==> config.mk <==
export PLATFORM = sky130hd
export DESIGN_NAME = fpe_top
export DESIGN_NICKNAME = d
export VERILOG_FILES = /design/src/logic/fpe_pkg.sv /design/src/logic/fpe_sync.sv /design/src/logic/fpe_prot.sv /design/src/logic/fpe_top.sv
export SDC_FILE = /design/constraint.sdc
export NUM_CORES = 1
export LEC_CHECK = 0
export BUFFER_PORTS_ARGS = -buffer_cell sky130_fd_sc_hd__buf_2
export CELL_PAD_IN_SITES_DETAIL_PLACEMENT = 1
export CELL_PAD_IN_SITES_GLOBAL_PLACEMENT = 1
export CORE_MARGIN = 10
export CORE_UTILIZATION = 37
export CTS_CLUSTER_SIZE = 12
export DETAILED_ROUTE_END_ITERATION = 6
export PLACE_DENSITY = 0.85
export SLEW_MARGIN = 20
export SYNTH_ARGS = -nofsm -noshare
export SYNTH_HDL_FRONTEND = slang
export SYNTH_HIERARCHICAL = 1
export SYNTH_SLANG_ARGS = --single-unit
==> constraint.sdc <==
create_clock -name CLK -period 3.75 [get_ports CLK]
set_clock_uncertainty 0.1 [all_clocks]
set_input_delay 0.375 -clock CLK [delete_from_list [all_inputs] [get_ports CLK]]
set_output_delay 0.375 -clock CLK [all_outputs]
set_load 0.02 [all_outputs]
==> src/logic/fpe_pkg.sv <==
// Shared constants, types and register map of the flash program/erase/protect block
package fpe_pkg;

  // Register byte offsets on the APB
  localparam logic [7:0]  FPE_OFF_CTRL     = 8'h00;
  localparam logic [7:0]  FPE_OFF_PROT     = 8'h04;
  localparam logic [7:0]  FPE_OFF_STAT     = 8'h08;

  // Field positions of flash_control
  localparam int          FPE_B_WS         = 0;
  localparam int          FPE_B_WIPE       = 1;
  localparam int          FPE_B_BULK       = 2;
  localparam int          FPE_B_HV         = 3;

  // Field positions of the status register
  localparam int          FPE_B_ST_LO      = 0;
  localparam int          FPE_B_REFUSED    = 3;
  localparam int          FPE_B_TESTHV     = 4;
  localparam int          FPE_B_BULKBLK    = 5;

  // Reset values
  localparam logic [3:0]  FPE_CTRL_RST     = 4'h0;
  localparam logic [31:0] FPE_RDATA_RST    = 32'h0000_0000;

  // Address map of the array
  localparam logic [15:0] FPE_FLASH_LO     = 16'hee00;
  localparam logic [15:0] FPE_PBYTE_ADDR   = 16'hffbe;
  localparam logic [7:0]  FPE_PROT_OPEN    = 8'hff;
  localparam logic [1:0]  FPE_PROT_TOP     = 2'h3;
  localparam logic [5:0]  FPE_PROT_LOW     = 6'h00;
  localparam logic [5:0]  FPE_PAGE_MASK    = 6'h3f;
  localparam logic [4:0]  FPE_ROW_MASK     = 5'h1f;

  // Synchroniser depth
  localparam int          FPE_SYNC_STAGES  = 2;

  // Control register image
  typedef struct packed {
    logic hv;
    logic bulk;
    logic wipe;
    logic ws;
  } fpe_ctrl_s;

  // Processor write toward the flash array
  typedef struct packed {
    logic        valid;
    logic [15:0] addr;
    logic [7:0]  data;
  } fpe_fw_s;

  // Sequence tracker states
  typedef enum logic [2:0] {
    FPE_IDLE    = 3'b000,
    FPE_ARMED   = 3'b001,
    FPE_CHECKED = 3'b010,
    FPE_LATCHED = 3'b011,
    FPE_HV      = 3'b100
  } fpe_state_e;

endpackage

==> src/logic/fpe_sync.sv <==
// Two-flop level synchroniser with clock enable
`timescale 1ns/100ps
`default_nettype none
module fpe_sync
  import fpe_pkg::*;
(
  input  wire logic CLK,     // Bus clock
  input  wire logic RESET_N, // Synchronous reset, active low
  input  wire logic CE,      // Clock enable
  input  wire logic D,       // Asynchronous level
  output var  logic Q        // Synchronised level
);

  logic [FPE_SYNC_STAGES-1:0] stage_ff;

  // First stage feeds only the second
  always_ff @(posedge CLK) begin
    if (!RESET_N) begin
      stage_ff <= '0;
    end else if (CE) begin
      stage_ff <= {stage_ff[FPE_SYNC_STAGES-2:0], D};
    end
  end

  assign Q = stage_ff[FPE_SYNC_STAGES-1];

endmodule
`default_nettype wire

==> src/logic/fpe_prot.sv <==
// Protect start address and hit check for one target address
`timescale 1ns/100ps
`default_nettype none
module fpe_prot
  import fpe_pkg::*;
(
  input  wire logic [7:0]  PBITS,   // protect_start_bits
  input  wire logic [15:0] TARGET,  // Page or row base being checked
  output var  logic [15:0] START,   // Protect start address
  output var  logic        OPEN,    // Whole array unprotected
  output var  logic        HIT      // Target lies in protected range
);

  assign START = {FPE_PROT_TOP, PBITS, FPE_PROT_LOW};
  assign OPEN  = (PBITS == FPE_PROT_OPEN);
  // range up to the top; low values start below the array so cover all of it
  assign HIT   = !OPEN && (TARGET >= START);

endmodule
`default_nettype wire

==> src/logic/fpe_top.sv <==
// Flash program / erase sequencer with block protection, APB register slave
//
// Summary of operation
// - Wipe-select and write-select never both one; such writes are refused.
// - Bulk-wipe-select one turns the erase into a whole-array erase.
// - Page erase clears 64 aligned bytes chosen by the latching write address.
// - Bulk erase blocked when protect byte is not all ones, unless test high voltage is detected.
// - Programming works on aligned 32-byte rows; all bytes in one row.
// - Write-select enables latching of address and data for programming.
// - High voltage refused when target lies in protected range.
// - Protected range runs from start address to the last flash address.
// - Start address is protect bits at 13..6, top ones, low zeros.
// - Protect values up to the lowest page value protect whole array.
// - Protect value all ones leaves array open.
// - Non-open protect byte forbids changing itself and protected block.
// - Non-open protect byte may change only with test high voltage detected.
// - Erasing the top vector page also erases the trim bytes.
// - High voltage set only with a select bit and prior steps done.
// - Erased bits read one, programmed bits read zero.
`timescale 1ns/100ps
`default_nettype none
module fpe_top
  import fpe_pkg::*;
(
  input  wire logic        CLK,       // Bus clock, 40 MHz
  input  wire logic        RESET_N,   // Synchronous reset, active low
  input  wire logic        CE,        // Clock enable, freezes all state when low
  input  wire logic        PSEL,      // APB select
  input  wire logic        PENABLE,   // APB enable
  input  wire logic        PWRITE,    // APB direction
  input  wire logic [7:0]  PADDR,     // APB byte address
  input  wire logic [31:0] PWDATA,    // APB write data
  output var  logic [31:0] PRDATA,    // APB read data
  output var  logic        PREADY,    // APB ready
  output var  logic        PSLVERR,   // APB error
  input  wire logic        FW_VALID,  // Processor write to flash space
  input  wire logic [15:0] FW_ADDR,   // Its address
  input  wire logic [7:0]  FW_DATA,   // Its data
  input  wire logic [7:0]  PROT_BITS, // protect_start_bits from the array
  input  wire logic        TEST_HV,   // test_high_voltage detector pin
  output var  logic        ARR_HV,    // Charge pump high voltage on
  output var  logic        ARR_ERASE, // Erase pulse level to the array
  output var  logic        ARR_BULK,  // Erase covers whole array
  output var  logic        ARR_PROG,  // Program mode level
  output var  logic        ARR_WR,    // Program one byte, one-cycle pulse
  output var  logic [15:0] ARR_ADDR,  // Page base, row byte address
  output var  logic [7:0]  ARR_DATA   // Byte to program
);

  fpe_ctrl_s   ctrl_ff, nxt_ctrl;
  fpe_state_e  state_ff, nxt_state;
  fpe_fw_s     fw;
  logic [15:0] lat_addr_ff, nxt_lat_addr;
  logic        pready_ff, pslverr_ff, refused_ff, nxt_refused;
  logic [31:0] prdata_ff, nxt_prdata;
  logic        arr_hv_ff, arr_erase_ff, arr_bulk_ff, arr_prog_ff, arr_wr_ff;
  logic [15:0] arr_addr_ff, nxt_arr_addr;
  logic [7:0]  arr_data_ff;
  logic        test_hv_s;

  assign fw = '{valid: FW_VALID, addr: FW_ADDR, data: FW_DATA};

  // Pin from outside the clock domain
  fpe_sync u_sync (
    .CLK     (CLK),
    .RESET_N (RESET_N),
    .CE      (CE),
    .D       (TEST_HV),
    .Q       (test_hv_s)
  );

  // APB phase decode; one wait state keeps outputs registered
  wire acc_phase = PSEL && PENABLE && !pready_ff;
  wire commit    = PSEL && PENABLE && pready_ff;
  wire hit_ctrl  = (PADDR == FPE_OFF_CTRL);
  wire hit_prot  = (PADDR == FPE_OFF_PROT);
  wire hit_stat  = (PADDR == FPE_OFF_STAT);
  wire unmapped  = !(hit_ctrl || hit_prot || hit_stat);
  wire wr_ctrl   = commit && PWRITE && hit_ctrl;
  wire wr_stat   = commit && PWRITE && hit_stat;
  wire rd_prot   = commit && !PWRITE && hit_prot;

  // Write data viewed as a control image
  wire fpe_ctrl_s w_ctrl = PWDATA[3:0];
  wire both_sel  = w_ctrl.ws && w_ctrl.wipe;
  // Protect byte is read-only here; it changes only through a program or erase sequence
  wire ro_write  = PWRITE && hit_prot;
  wire bus_err   = unmapped || ro_write || (PWRITE && hit_ctrl && both_sel);

  // Page or row base of the latched target, for the range check
  wire [15:0] page_base = {lat_addr_ff[15:6], ~FPE_PAGE_MASK & 6'h00};
  wire [15:0] row_base  = {lat_addr_ff[15:5], ~FPE_ROW_MASK & 5'h00};
  wire [15:0] tgt_base  = ctrl_ff.wipe ? page_base : row_base;

  logic [15:0] prot_start;
  logic        prot_open, prot_hit;

  // Protect decode of the latched target
  fpe_prot u_prot (
    .PBITS  (PROT_BITS),
    .TARGET (tgt_base),
    .START  (prot_start),
    .OPEN   (prot_open),
    .HIT    (prot_hit)
  );

  // target covers the protect byte itself
  wire covers_pbyte = ctrl_ff.wipe ? (lat_addr_ff[15:6] == FPE_PBYTE_ADDR[15:6])
                                   : (lat_addr_ff[15:5] == FPE_PBYTE_ADDR[15:5]);
  // bulk blocked unless open; test voltage admits the failed-security wipe
  wire bulk_blk  = !prot_open && !test_hv_s;
  // range block, test voltage lets the protect byte page or row through
  wire range_blk = prot_hit && !(test_hv_s && covers_pbyte);
  wire new_bulk  = w_ctrl.wipe && w_ctrl.bulk;
  wire hv_block  = new_bulk ? bulk_blk : range_blk;
  // high voltage needs a select and the latching step done
  wire hv_ok     = (state_ff == FPE_LATCHED) && (w_ctrl.ws || w_ctrl.wipe) && !hv_block;
  // Only a rising request can be refused; a held high voltage is never re-checked
  wire hv_req    = wr_ctrl && !both_sel && w_ctrl.hv && !ctrl_ff.hv;

  // Control register next value
  always_comb begin
    nxt_ctrl = ctrl_ff;
    // refuse the whole write if both selects asked
    if (wr_ctrl && !both_sel) begin
      nxt_ctrl.ws   = w_ctrl.ws;
      nxt_ctrl.wipe = w_ctrl.wipe;
      nxt_ctrl.bulk = w_ctrl.bulk;
      nxt_ctrl.hv   = w_ctrl.hv && (ctrl_ff.hv || hv_ok);
    end
  end

  // Refused-HV flag: hardware set wins over software clear
  always_comb begin
    nxt_refused = refused_ff;
    if (wr_stat && PWDATA[FPE_B_REFUSED]) begin
      nxt_refused = 1'b0;
    end
    if (hv_req && !hv_ok) begin
      nxt_refused = 1'b1;
    end
  end

  // Flash writes that count as a latching write
  wire fw_in_flash = fw.valid && (fw.addr >= FPE_FLASH_LO);
  wire any_sel     = nxt_ctrl.ws || nxt_ctrl.wipe;
  wire all_clear   = !any_sel && !nxt_ctrl.hv;

  always_comb begin
    nxt_state    = state_ff;
    nxt_lat_addr = lat_addr_ff;
    unique case (state_ff)
      FPE_IDLE: begin
        if (any_sel) begin
          nxt_state = FPE_ARMED;
        end
      end
      // protect read must precede the latching write
      FPE_ARMED: begin
        if (rd_prot) begin
          nxt_state = FPE_CHECKED;
        end
      end
      // latch address after a select; protect byte address accepted too
      FPE_CHECKED: begin
        if (fw_in_flash) begin
          nxt_state    = FPE_LATCHED;
          nxt_lat_addr = fw.addr;
        end
      end
      FPE_LATCHED: begin
        if (nxt_ctrl.hv) begin
          nxt_state = FPE_HV;
        end
      end
      FPE_HV: begin
        if (!nxt_ctrl.hv) begin
          nxt_state = FPE_ARMED;
        end
      end
      default: begin
        nxt_state = FPE_IDLE;
      end
    endcase
    // all bits clear ends any sequence
    if (all_clear) begin
      nxt_state = FPE_IDLE;
    end
  end

  // program write must stay in the latched row
  wire same_row  = (fw.addr[15:5] == lat_addr_ff[15:5]);
  // out-of-row writes ignored under high voltage
  wire prog_wr   = (state_ff == FPE_HV) && ctrl_ff.hv && ctrl_ff.ws &&
                   fw_in_flash && same_row;
  wire erase_on  = (state_ff == FPE_HV) && ctrl_ff.hv && ctrl_ff.wipe;
  wire prog_on   = (state_ff == FPE_HV) && ctrl_ff.hv && ctrl_ff.ws;

  // page base address; the vector page holds the trim bytes too
  always_comb begin
    nxt_arr_addr = arr_addr_ff;
    if (prog_wr) begin
      nxt_arr_addr = fw.addr;
    end else if (erase_on) begin
      nxt_arr_addr = ctrl_ff.bulk ? FPE_FLASH_LO : page_base;
    end
  end

  // Read mux, captured with the wait state
  wire [31:0] stat_word = {26'h0, bulk_blk, test_hv_s, refused_ff, state_ff};
  always_comb begin
    nxt_prdata = FPE_RDATA_RST;
    if (hit_ctrl) begin
      nxt_prdata = {28'h0, ctrl_ff};
    end else if (hit_prot) begin
      nxt_prdata = {24'h0, PROT_BITS};
    end else if (hit_stat) begin
      nxt_prdata = stat_word;
    end
  end

  // APB handshake registers
  always_ff @(posedge CLK) begin
    if (!RESET_N) begin
      pready_ff  <= 1'b0;
      pslverr_ff <= 1'b0;
      prdata_ff  <= FPE_RDATA_RST;
    end else if (CE) begin
      pready_ff  <= acc_phase;
      pslverr_ff <= acc_phase && bus_err;
      if (acc_phase) begin
        prdata_ff <= PWRITE ? FPE_RDATA_RST : nxt_prdata;
      end
    end
  end

  // Control, status and sequence state
  always_ff @(posedge CLK) begin
    if (!RESET_N) begin
      ctrl_ff     <= FPE_CTRL_RST;
      state_ff    <= FPE_IDLE;
      lat_addr_ff <= FPE_FLASH_LO;
      refused_ff  <= 1'b0;
    end else if (CE) begin
      ctrl_ff     <= nxt_ctrl;
      state_ff    <= nxt_state;
      lat_addr_ff <= nxt_lat_addr;
      refused_ff  <= nxt_refused;
    end
  end

  // Array drive; erase drives cells to one, programming pulls bits to zero
  always_ff @(posedge CLK) begin
    if (!RESET_N) begin
      arr_hv_ff    <= 1'b0;
      arr_erase_ff <= 1'b0;
      arr_bulk_ff  <= 1'b0;
      arr_prog_ff  <= 1'b0;
      arr_wr_ff    <= 1'b0;
      arr_addr_ff  <= FPE_FLASH_LO;
      arr_data_ff  <= 8'h00;
    end else if (CE) begin
      arr_hv_ff    <= ctrl_ff.hv;
      arr_erase_ff <= erase_on;
      arr_bulk_ff  <= erase_on && ctrl_ff.bulk;
      arr_prog_ff  <= prog_on;
      arr_wr_ff    <= prog_wr;
      arr_addr_ff  <= nxt_arr_addr;
      if (prog_wr) begin
        arr_data_ff <= fw.data;
      end
    end
  end

  assign PRDATA    = prdata_ff;
  assign PREADY    = pready_ff;
  assign PSLVERR   = pslverr_ff;
  assign ARR_HV    = arr_hv_ff;
  assign ARR_ERASE = arr_erase_ff;
  assign ARR_BULK  = arr_bulk_ff;
  assign ARR_PROG  = arr_prog_ff;
  assign ARR_WR    = arr_wr_ff;
  assign ARR_ADDR  = arr_addr_ff;
  assign ARR_DATA  = arr_data_ff;

endmodule
`default_nettype wire

Yosys cells after proc, flatten, opt, wreduce, memory -nomap -nowiden
Index checks and enable logic that the tools add are counted.

Register bits: 89. Input bits: 80. Output and inout port bits: 63. Logic and storage cells: 119.

Order comparisons: 2. Equality and inequality tests: 15. Multiplexer cells: 20. Reduce and logical (&&, ||, !) cells: 64.

Operator list (count): 2-to-1 mux 16 bit (3); logical AND 1 bit (34); 2-to-1 mux 32 bit (1); 2-to-1 mux 3 bit (6); greater-or-equal comparator 16 bit (1); greater-or-equal comparator 16 bit (second input constant) (1); 2-to-1 mux 8 bit (2); inequality test 3 bit (second input constant) (5); case mux 3 bit (5 select lines) (1); logical NOT 1 bit (12); 2-to-1 mux 6 bit (2); == test 11 bit (1); == test 11 bit (second input constant) (1); == test 10 bit (second input constant) (1); AND reduction 2 bit (5); == test 8 x 3 -> 1 bit (second input constant) (1); == test 8 x 4 -> 1 bit (second input constant) (1); == test 8 bit (second input constant) (1); logical NOT 8 bit (1); logical OR 1 bit (7); == test 3 x 2 -> 1 bit (second input constant) (2); AND reduction 6 bit (1); 2-to-1 mux 1 bit (4); 2-to-1 mux 4 bit (1); 5 further kinds (6).

Logic depth before layout (Yosys ltp)
Gate-level depths: netlist (run 1).

Word-level depth: 16. Mapped depth: 11. Mapped depth without buffers: 11.

Modules after synthesis
The synthesis (run 1) kept the hierarchy.

Modules (own cells, without submodules): fpe_top (instances 1, cells each 365, area an instance 2994.1 µm², sequential area each 1161.1 µm²); fpe_prot (instances 1, cells each 51, area an instance 390.4 µm², sequential area each 0.0 µm²); fpe_sync (instances 1, cells each 6, area an instance 72.6 µm², sequential area each 40.0 µm²).

Least setup slack after synthesis (run 1)
OpenSTA, ideal clock, no wires.

Kind: input to register. Start: in PROT_BITS[4]. End: reg state_ff[0]. Setup time: 60 ps. Arrival: 2072 ps. Setup slack: 1518 ps. Stages on the path: 11. Buffers on the path: 0. Cell sequence: inv_1 > ha_1 > a21oi_1 > a21boi_0 > a2111oi_2 > a211oi_2 > nand2_1 > o2111ai_1 > nand4b_1 > nor4bb_1 > a32o_1.

Word-level cells in the longest chain between the ends: 14. Elaborated cells on any way between the ends: 21.

RTL lines: start: declaration (line fpe_top.sv:39) `input wire logic [7:0] PROT_BITS,`; parallel branches: the longest is 2 deep, another holds greater-or-equal comparator 16 bit; logical AND 1 bit * (line fpe_prot.sv:17) `assign HIT = !OPEN && (TARGET >= START);`; via prot_hit (line fpe_top.sv:96) `logic prot_open, prot_hit;`; logical AND 1 bit * (line fpe_top.sv:113) `wire range_blk = prot_hit && !(test_hv_s && covers_pbyte);`; 2-to-1 mux 1 bit * (line fpe_top.sv:115) `wire hv_block = new_bulk ? bulk_blk : range_blk;`; logical NOT 1 bit * (line fpe_top.sv:117) `wire hv_ok = (state_ff == FPE_LATCHED) && (w_ctrl.ws || w_ctrl.wipe) && !hv_block;`; logical AND 1 bit * (line fpe_top.sv:117); logical OR 1 bit * (line fpe_top.sv:129) `nxt_ctrl.hv = w_ctrl.hv && (ctrl_ff.hv || hv_ok);`; logical AND 1 bit * (line fpe_top.sv:129); 2-to-1 mux 4 bit * (line fpe_top.sv:125) `if (wr_ctrl && !both_sel) begin`; logical NOT 1 bit; logical AND 1 bit (line fpe_top.sv:147) `wire all_clear = !any_sel && !nxt_ctrl.hv;`; inequality test 3 bit (no line); AND reduction 6 bit (no line); end signal: assignment (line fpe_top.sv:246) `state_ff <= nxt_state;`; end: declaration (line fpe_top.sv:51) `fpe_state_e state_ff, nxt_state;`.

Mark *: on every way through the listed nets, which the timed path passes. A chain may end at the register's enable or synchronous reset.

Worst setup path in the final report (run 1)
Start: reg state_ff[2]. End: reg arr_addr_ff[13], in the netlist ARR_ADDR[13].

Word-level cells in the longest chain between the ends: 7. Elaborated cells on any way between the ends: 9.

RTL lines: == test 3 bit * (line fpe_top.sv:194, fpe_top.sv:196); logical AND 1 bit * (line fpe_top.sv:194, fpe_top.sv:196); logical AND 1 bit (2 in series) (line fpe_top.sv:194) `wire prog_wr = (state_ff == FPE_HV) && ctrl_ff.hv && ctrl_ff.ws &&`; logical AND 1 bit (line fpe_top.sv:195) `fw_in_flash && same_row;`; nonzero test 2 bit (no line); AND reduction 2 bit (no line); end signal: assignment (line fpe_top.sv:268) `arr_addr_ff <= nxt_arr_addr;`; end: declaration (line fpe_top.sv:57) `logic [15:0] arr_addr_ff, nxt_arr_addr;`.

Every way passes the cells marked *; elsewhere a longest branch is shown, timed or not.

==> results.json, run 1 <==
{
  "status": "completed",
  "crit_type": "flop to flop",
  "min_period_ns": 2.66,
  "final_cells": 603,
  "regArea_um2": 1200,
  "vdd_drop_max_mv": 0.220,
  "sw_frac_of_total_pct": 27.2,
  "crit_path_start_kind": "flop",
  "die_h_um": 115,
  "ctsResizeCount": 0,
  "holdPathEnd": "ARR_DATA[4]",
  "grt_pass1_vias": 3572,
  "routed.top_layer": "met4",
  "die_w_um": 115,
  "cts.path.max_buffers": 2,
  "grt_pass1_wl_um": 17500,
  "antenna_cells": 0,
  "hold_depth": 3,
  "initial_utilization_pct": 38.2,
  "cap_viol_max_count": 0,
  "gp_congestion": 0.890,
  "dieArea_um2": 13200,
  "cts_buffers": 9,
  "p_switching_uw": 370,
  "ys_warn_count": 6,
  "tns_ns": 0,
  "cts_tree": "done",
  "h-tree-depth": 3,
  "min_from": "FW_DATA[4]",
  "wl_met2_um": 5710,
  "cts_sinks": 60,
  "syn_area_um2": 3330,
  "portBuffers": 90,
  "final_core_util_pct": 45.6,
  "wl_met3_um": 681,
  "cts_setup_buffers": 0,
  "path_clk_slew_ns": 0.08,
  "coreArea_um2": 8720,
  "worstPathMaxFanout": 22,
  "drv_slew": 0,
  "slew-limit-headroom_pct": 46.1,
  "syn_avg_cell_area_um2": 8.24,
  "power_density_nw_per_um2": 342,
  "hp-class": "primary input to flop",
  "wl_per_cell_um": 18.2,
  "overflow": 0,
  "antenna_found_initial": 0,
  "drive_above_1_share_pct": 24.4,
  "grt_max_degree": 47,
  "r2r_start": "state_ff[2]",
  "dr.pass1.iters": 4,
  "power_frac_clock_pct": 43.5,
  "met1Wirelength_um": 4360,
  "pin_count": 143,
  "fp-row-count": 34,
  "dp_hpwl_um": 8310,
  "worstMarginPinSlew_ns": 0.808,
  "p_comb_share_pct": 9.4,
  "r2r_cells": 6,
  "finalHoldViolations": 0,
  "antenna_left": 0,
  "finalCritPeriodShare_pct": 70.8,
  "r2r-end": "ARR_ADDR[13]",
  "power.share.sequential_pct": 47.1,
  "critical_path_arrival_ns": 2.78,
  "clk_latency_ns": 0.35,
  "wl_um": 10900,
  "fill_cells": 1093,
  "endpoint_kind": "flop",
  "vias_per_cell": 5.42,
  "syn_inst": 404,
  "nets": 578,
  "grt_usage_pct": 16.4,
  "report.final.setup_viol": 0,
  "cts-hold-fix-buffers": 0,
  "cts.root.buffer_cell": "clkbuf_8",
  "cp.required_ns": 3.88,
  "drt_first_iter_violations": 121,
  "max_freq_ghz": 0.377,
  "power_leakage_nw": 1.66,
  "area_growth_syn_to_layout_pct": 19.5,
  "multiInputGateArea_um2": 1940,
  "p_int_uw": 988,
  "rsz0062_at_grt": "false",
  "vias": 3267,
  "r2r_slack_ns": 1.09,
  "placed_cells": 587,
  "drcViolationCount": 0
}
==> cell type report <==
type                    count  share of cell area (%)
clock buffers               9                    3.11
inverters                  11                    1.04
multi-input cells         316                    48.7
repair buffers             92                    11.7
well taps                 108                    3.40
clock inverters             7                    1.89
flip-flops and latches     60                    30.2
==> metrics by stage <==
step                hold WS, ns  worst slack (ns)  power [mW]  area [um^2]
floorplan                 0.382              1.52       0.744         3430
global placement          0.334              1.19       0.776         3780
detailed placement        0.343              1.11       0.780         3780
CTS                       0.138              1.08        1.37         3980
global route              0.146             0.933        1.41         3980
finish                    0.153              1.09        1.36         3980
==> worst max-delay path by stage <==
stage	cells after the start	end	from	slack, ns
2_1_floorplan	11	state_ff[0]	PROT_BITS[4]	1.52
3_3_place_gp	6	ARR_ADDR[14]	state_ff[2]	1.19
3_5_place_dp	6	ARR_ADDR[14]	state_ff[2]	1.11
4_1_cts	6	ARR_ADDR[13]	state_ff[2]	1.08
5_1_grt	6	ARR_ADDR[7]	state_ff[2]	0.93
6_report	6	ARR_ADDR[13]	state_ff[2]	1.09
==> flip-flops by register name, indices dropped and copies added (netlist names) <==
signal / flops
ARR_ADDR: 16
lat_addr_ff: 11
ARR_DATA: 8
PRDATA: 8
ctrl_ff: 4
state_ff: 3
u_sync/stage_ff: 2
ARR_BULK: 1
ARR_ERASE: 1
ARR_HV: 1
ARR_PROG: 1
ARR_WR: 1
PREADY: 1
PSLVERR: 1
refused_ff: 1
==> power groups by stage <==
| stage | sequential, mW | clock [mW] | combinational, mW |
|---|---|---|---|
| after floorplan | 0.656 | 0 | 0.0888 |
| after global placement | 0.655 | 0 | 0.122 |
| after detailed placement | 0.655 | 0 | 0.125 |
| after CTS | 0.640 | 0.603 | 0.126 |
| after global routing | 0.640 | 0.631 | 0.141 |
| final | 0.640 | 0.591 | 0.127 |
==> worst max-delay path: stages, from the launching register on <==
cell	delay [ns]
dfxtp_1	0.49
nand2_1	0.11
nor3_2	0.33
nand3_1	0.27
or3_1	0.74
a211oi_1	0.40
o21ai_1	0.09
==> placed cells by master, fill, tap and decap left out, drive strengths merged, types with 11 or more instances in the layout <==
| master | instances |
|---|---|
| a21oi | 32 |
| xor2 | 11 |
| inv | 11 |
| conb | 29 |
| nand3 | 24 |
| nor2 | 26 |
| mux2i | 18 |
| buf | 92 |
| nand2 | 50 |
| dfxtp | 60 |
| nor3 | 14 |
==> metal layers <==
metal,vias up,global-route usage [%]
met3,16,5.00
met4,0,6.52
met5,-,0
li1,1564,-
met1,1590,16.9
met2,97,30.3
(Power assumes the default switching activity.)
==> run 2: changes to the inputs <==
Settings changed: CORE_UTILIZATION 37 to 34, PLACE_DENSITY 0.85 to 0.79.
Clock period 3.75 ns to 2.75 ns, I/O delays scaled along.
==> run 2 against run 1 <==
Worst hold slack worse by 0.089 ns. Power is 34% higher. Critical path type unchanged. Clock power up 32%. Critical endpoint is now state_ff[0]. Sequential cell count did not move. Routed wire length is 0.29% higher. Largest power group unchanged.
==> results.json, run 2 (synthesized netlist as in run 1, its figures left out) <==
{
  "status": "completed",
  "layout_common_cells": "buf_2 (90), dfxtp_1 (60), nand2_1 (50), a21oi_1 (32), conb_1 (29)",
  "regArea_um2": 1200,
  "clk_latency_ns": 0.35,
  "portBuffers": 90,
  "nets": 584,
  "crit_type": "flop to flop",
  "hp-class": "primary input to flop",
  "drcViolationCount": 0,
  "vias_per_cell": 5.11,
  "rsz0062_at_grt": "false",
  "fill_cells": 1228,
  "path_clk_slew_ns": 0.07,
  "vias": 3235,
  "finalHoldViolations": 0,
  "drt_first_iter_violations": 104,
  "wl_per_cell_um": 17.3,
  "antenna_left": 0,
  "placed_cells": 618,
  "final_cells": 633,
  "grt_pass1_vias": 3451,
  "h-tree-depth": 3,
  "tns_ns": 0,
  "worstMarginPinSlew_ns": 0.800,
  "coreArea_um2": 9640,
  "ctsResizeCount": 0,
  "grt_max_degree": 47,
  "postLayoutCellArea_um2": 4050,
  "endpoint_kind": "flop",
  "antenna_found_initial": 0,
  "cts.path.max_buffers": 2,
  "min_period_ns": 2.59,
  "power_density_nw_per_um2": 451,
  "gp_congestion": 0.865,
  "cp.required_ns": 2.88,
  "cap_viol_max_count": 0,
  "finalCritPeriodShare_pct": 94.0,
  "cts-hold-fix-buffers": 0,
  "die_w_um": 119,
  "vdd_drop_max_mv": 0.181,
  "antenna_cells": 0,
  "dr.pass1.iters": 4,
  "slew-limit-headroom_pct": 46.7,
  "cts_tree": "done",
  "multiInputGateArea_um2": 1940,
  "drv_slew": 0,
  "cts.root.buffer_cell": "clkbuf_8",
  "cts_buffers": 9,
  "dieArea_um2": 14200,
  "worstPathMaxFanout": 5,
  "die_h_um": 119,
  "r2r_slack_ns": 0.16,
  "fp-row-count": 36,
  "cts_sinks": 60,
  "area_growth_syn_to_layout_pct": 21.5,
  "crit_path_start_kind": "flop",
  "post_dp_cell_area_um2": 3850,
  "initial_utilization_pct": 34.5,
  "drive_above_1_share_pct": 25.2,
  "max_freq_ghz": 0.387,
  "final_core_util_pct": 42.0,
  "grt_usage_pct": 15.0,
  "pin_count": 143,
  "cts_setup_buffers": 0,
  "wl_um": 11000,
  "power_leakage_nw": 1.69,
  "report.final.setup_viol": 0,
  "critical_path_arrival_ns": 2.72,
  "largest_reg_flops": 16,
  "grt_pass1_wl_um": 17700,
  "final_common_cell": "buf_2",
  "dp_hpwl_um": 8580,
  "overflow": 0
}
## run 2: cell count changes in the layout (fill, tap and decap cells not counted), sizes merged
cell / change
clkbuf: +1
inv: -1
clkinvlp: -2
buf: +6
clkinv: +1
## run 2: worst max-delay path, stage by stage (launching register included)
cell	delay (ns)
dfxtp_1	0.37
ha_1	0.35
nand3_1	0.12
a21boi_0	0.29
a2111oi_2	0.09
a211oi_2	0.23
nand2_1	0.10
o2111ai_1	0.22
nand4b_1	0.19
nor4bb_1	0.18
a32o_1	0.22
## run 2: power by group
| group | internal, mW | switching [mW] | total (mW) | leakage (nW) |
|---|---|---|---|---|
| Sequential | 0.871 | 0.00235 | 0.874 | 0.484 |
| Combinational | 0.0571 | 0.116 | 0.173 | 1.11 |
| Clock | 0.433 | 0.346 | 0.779 | 0.0979 |
## run 2: cell type report
| cell class | count | area share, % |
|---|---|---|
| clock buffers | 10 | 3.40 |
| clock inverters | 5 | 1.30 |
| inverters | 11 | 1.02 |
| multi-input cells | 316 | 47.9 |
| flip-flops and latches | 60 | 29.7 |
| well taps | 133 | 4.11 |
| repair buffers | 98 | 12.6 |
## run 2: final timing paths
kind	from	end	cells past startpoint
max reg2reg	lat_addr_ff[10]	state_ff[0]	10
min	FW_DATA[7]	ARR_DATA[7]	3
min reg2reg	ARR_DATA[4]	ARR_DATA[4]	2
max	lat_addr_ff[10]	state_ff[0]	10
## run 2: per-stage QoR
stage / power (mW) / worst slack, ns / hold WS [ns]
after global routing: 1.91 / 0.0288 / 0.0505
after detailed placement: 1.06 / 0.251 / 0.341
after floorplan: 1.02 / 0.563 / 0.303
final: 1.83 / 0.164 / 0.0640
after global placement: 1.06 / 0.308 / 0.334
after CTS: 1.85 / 0.210 / 0.0492
## run 2: per-layer routing
layer  wire length (um)  vias to the layer above  GRT usage (%)
li1                   -                     1576              -
met5                  0                        -              0
met2               5550                       92           27.4
met1               4570                     1547           15.8
met4                218                        0           5.50
met3                637                       20           4.63
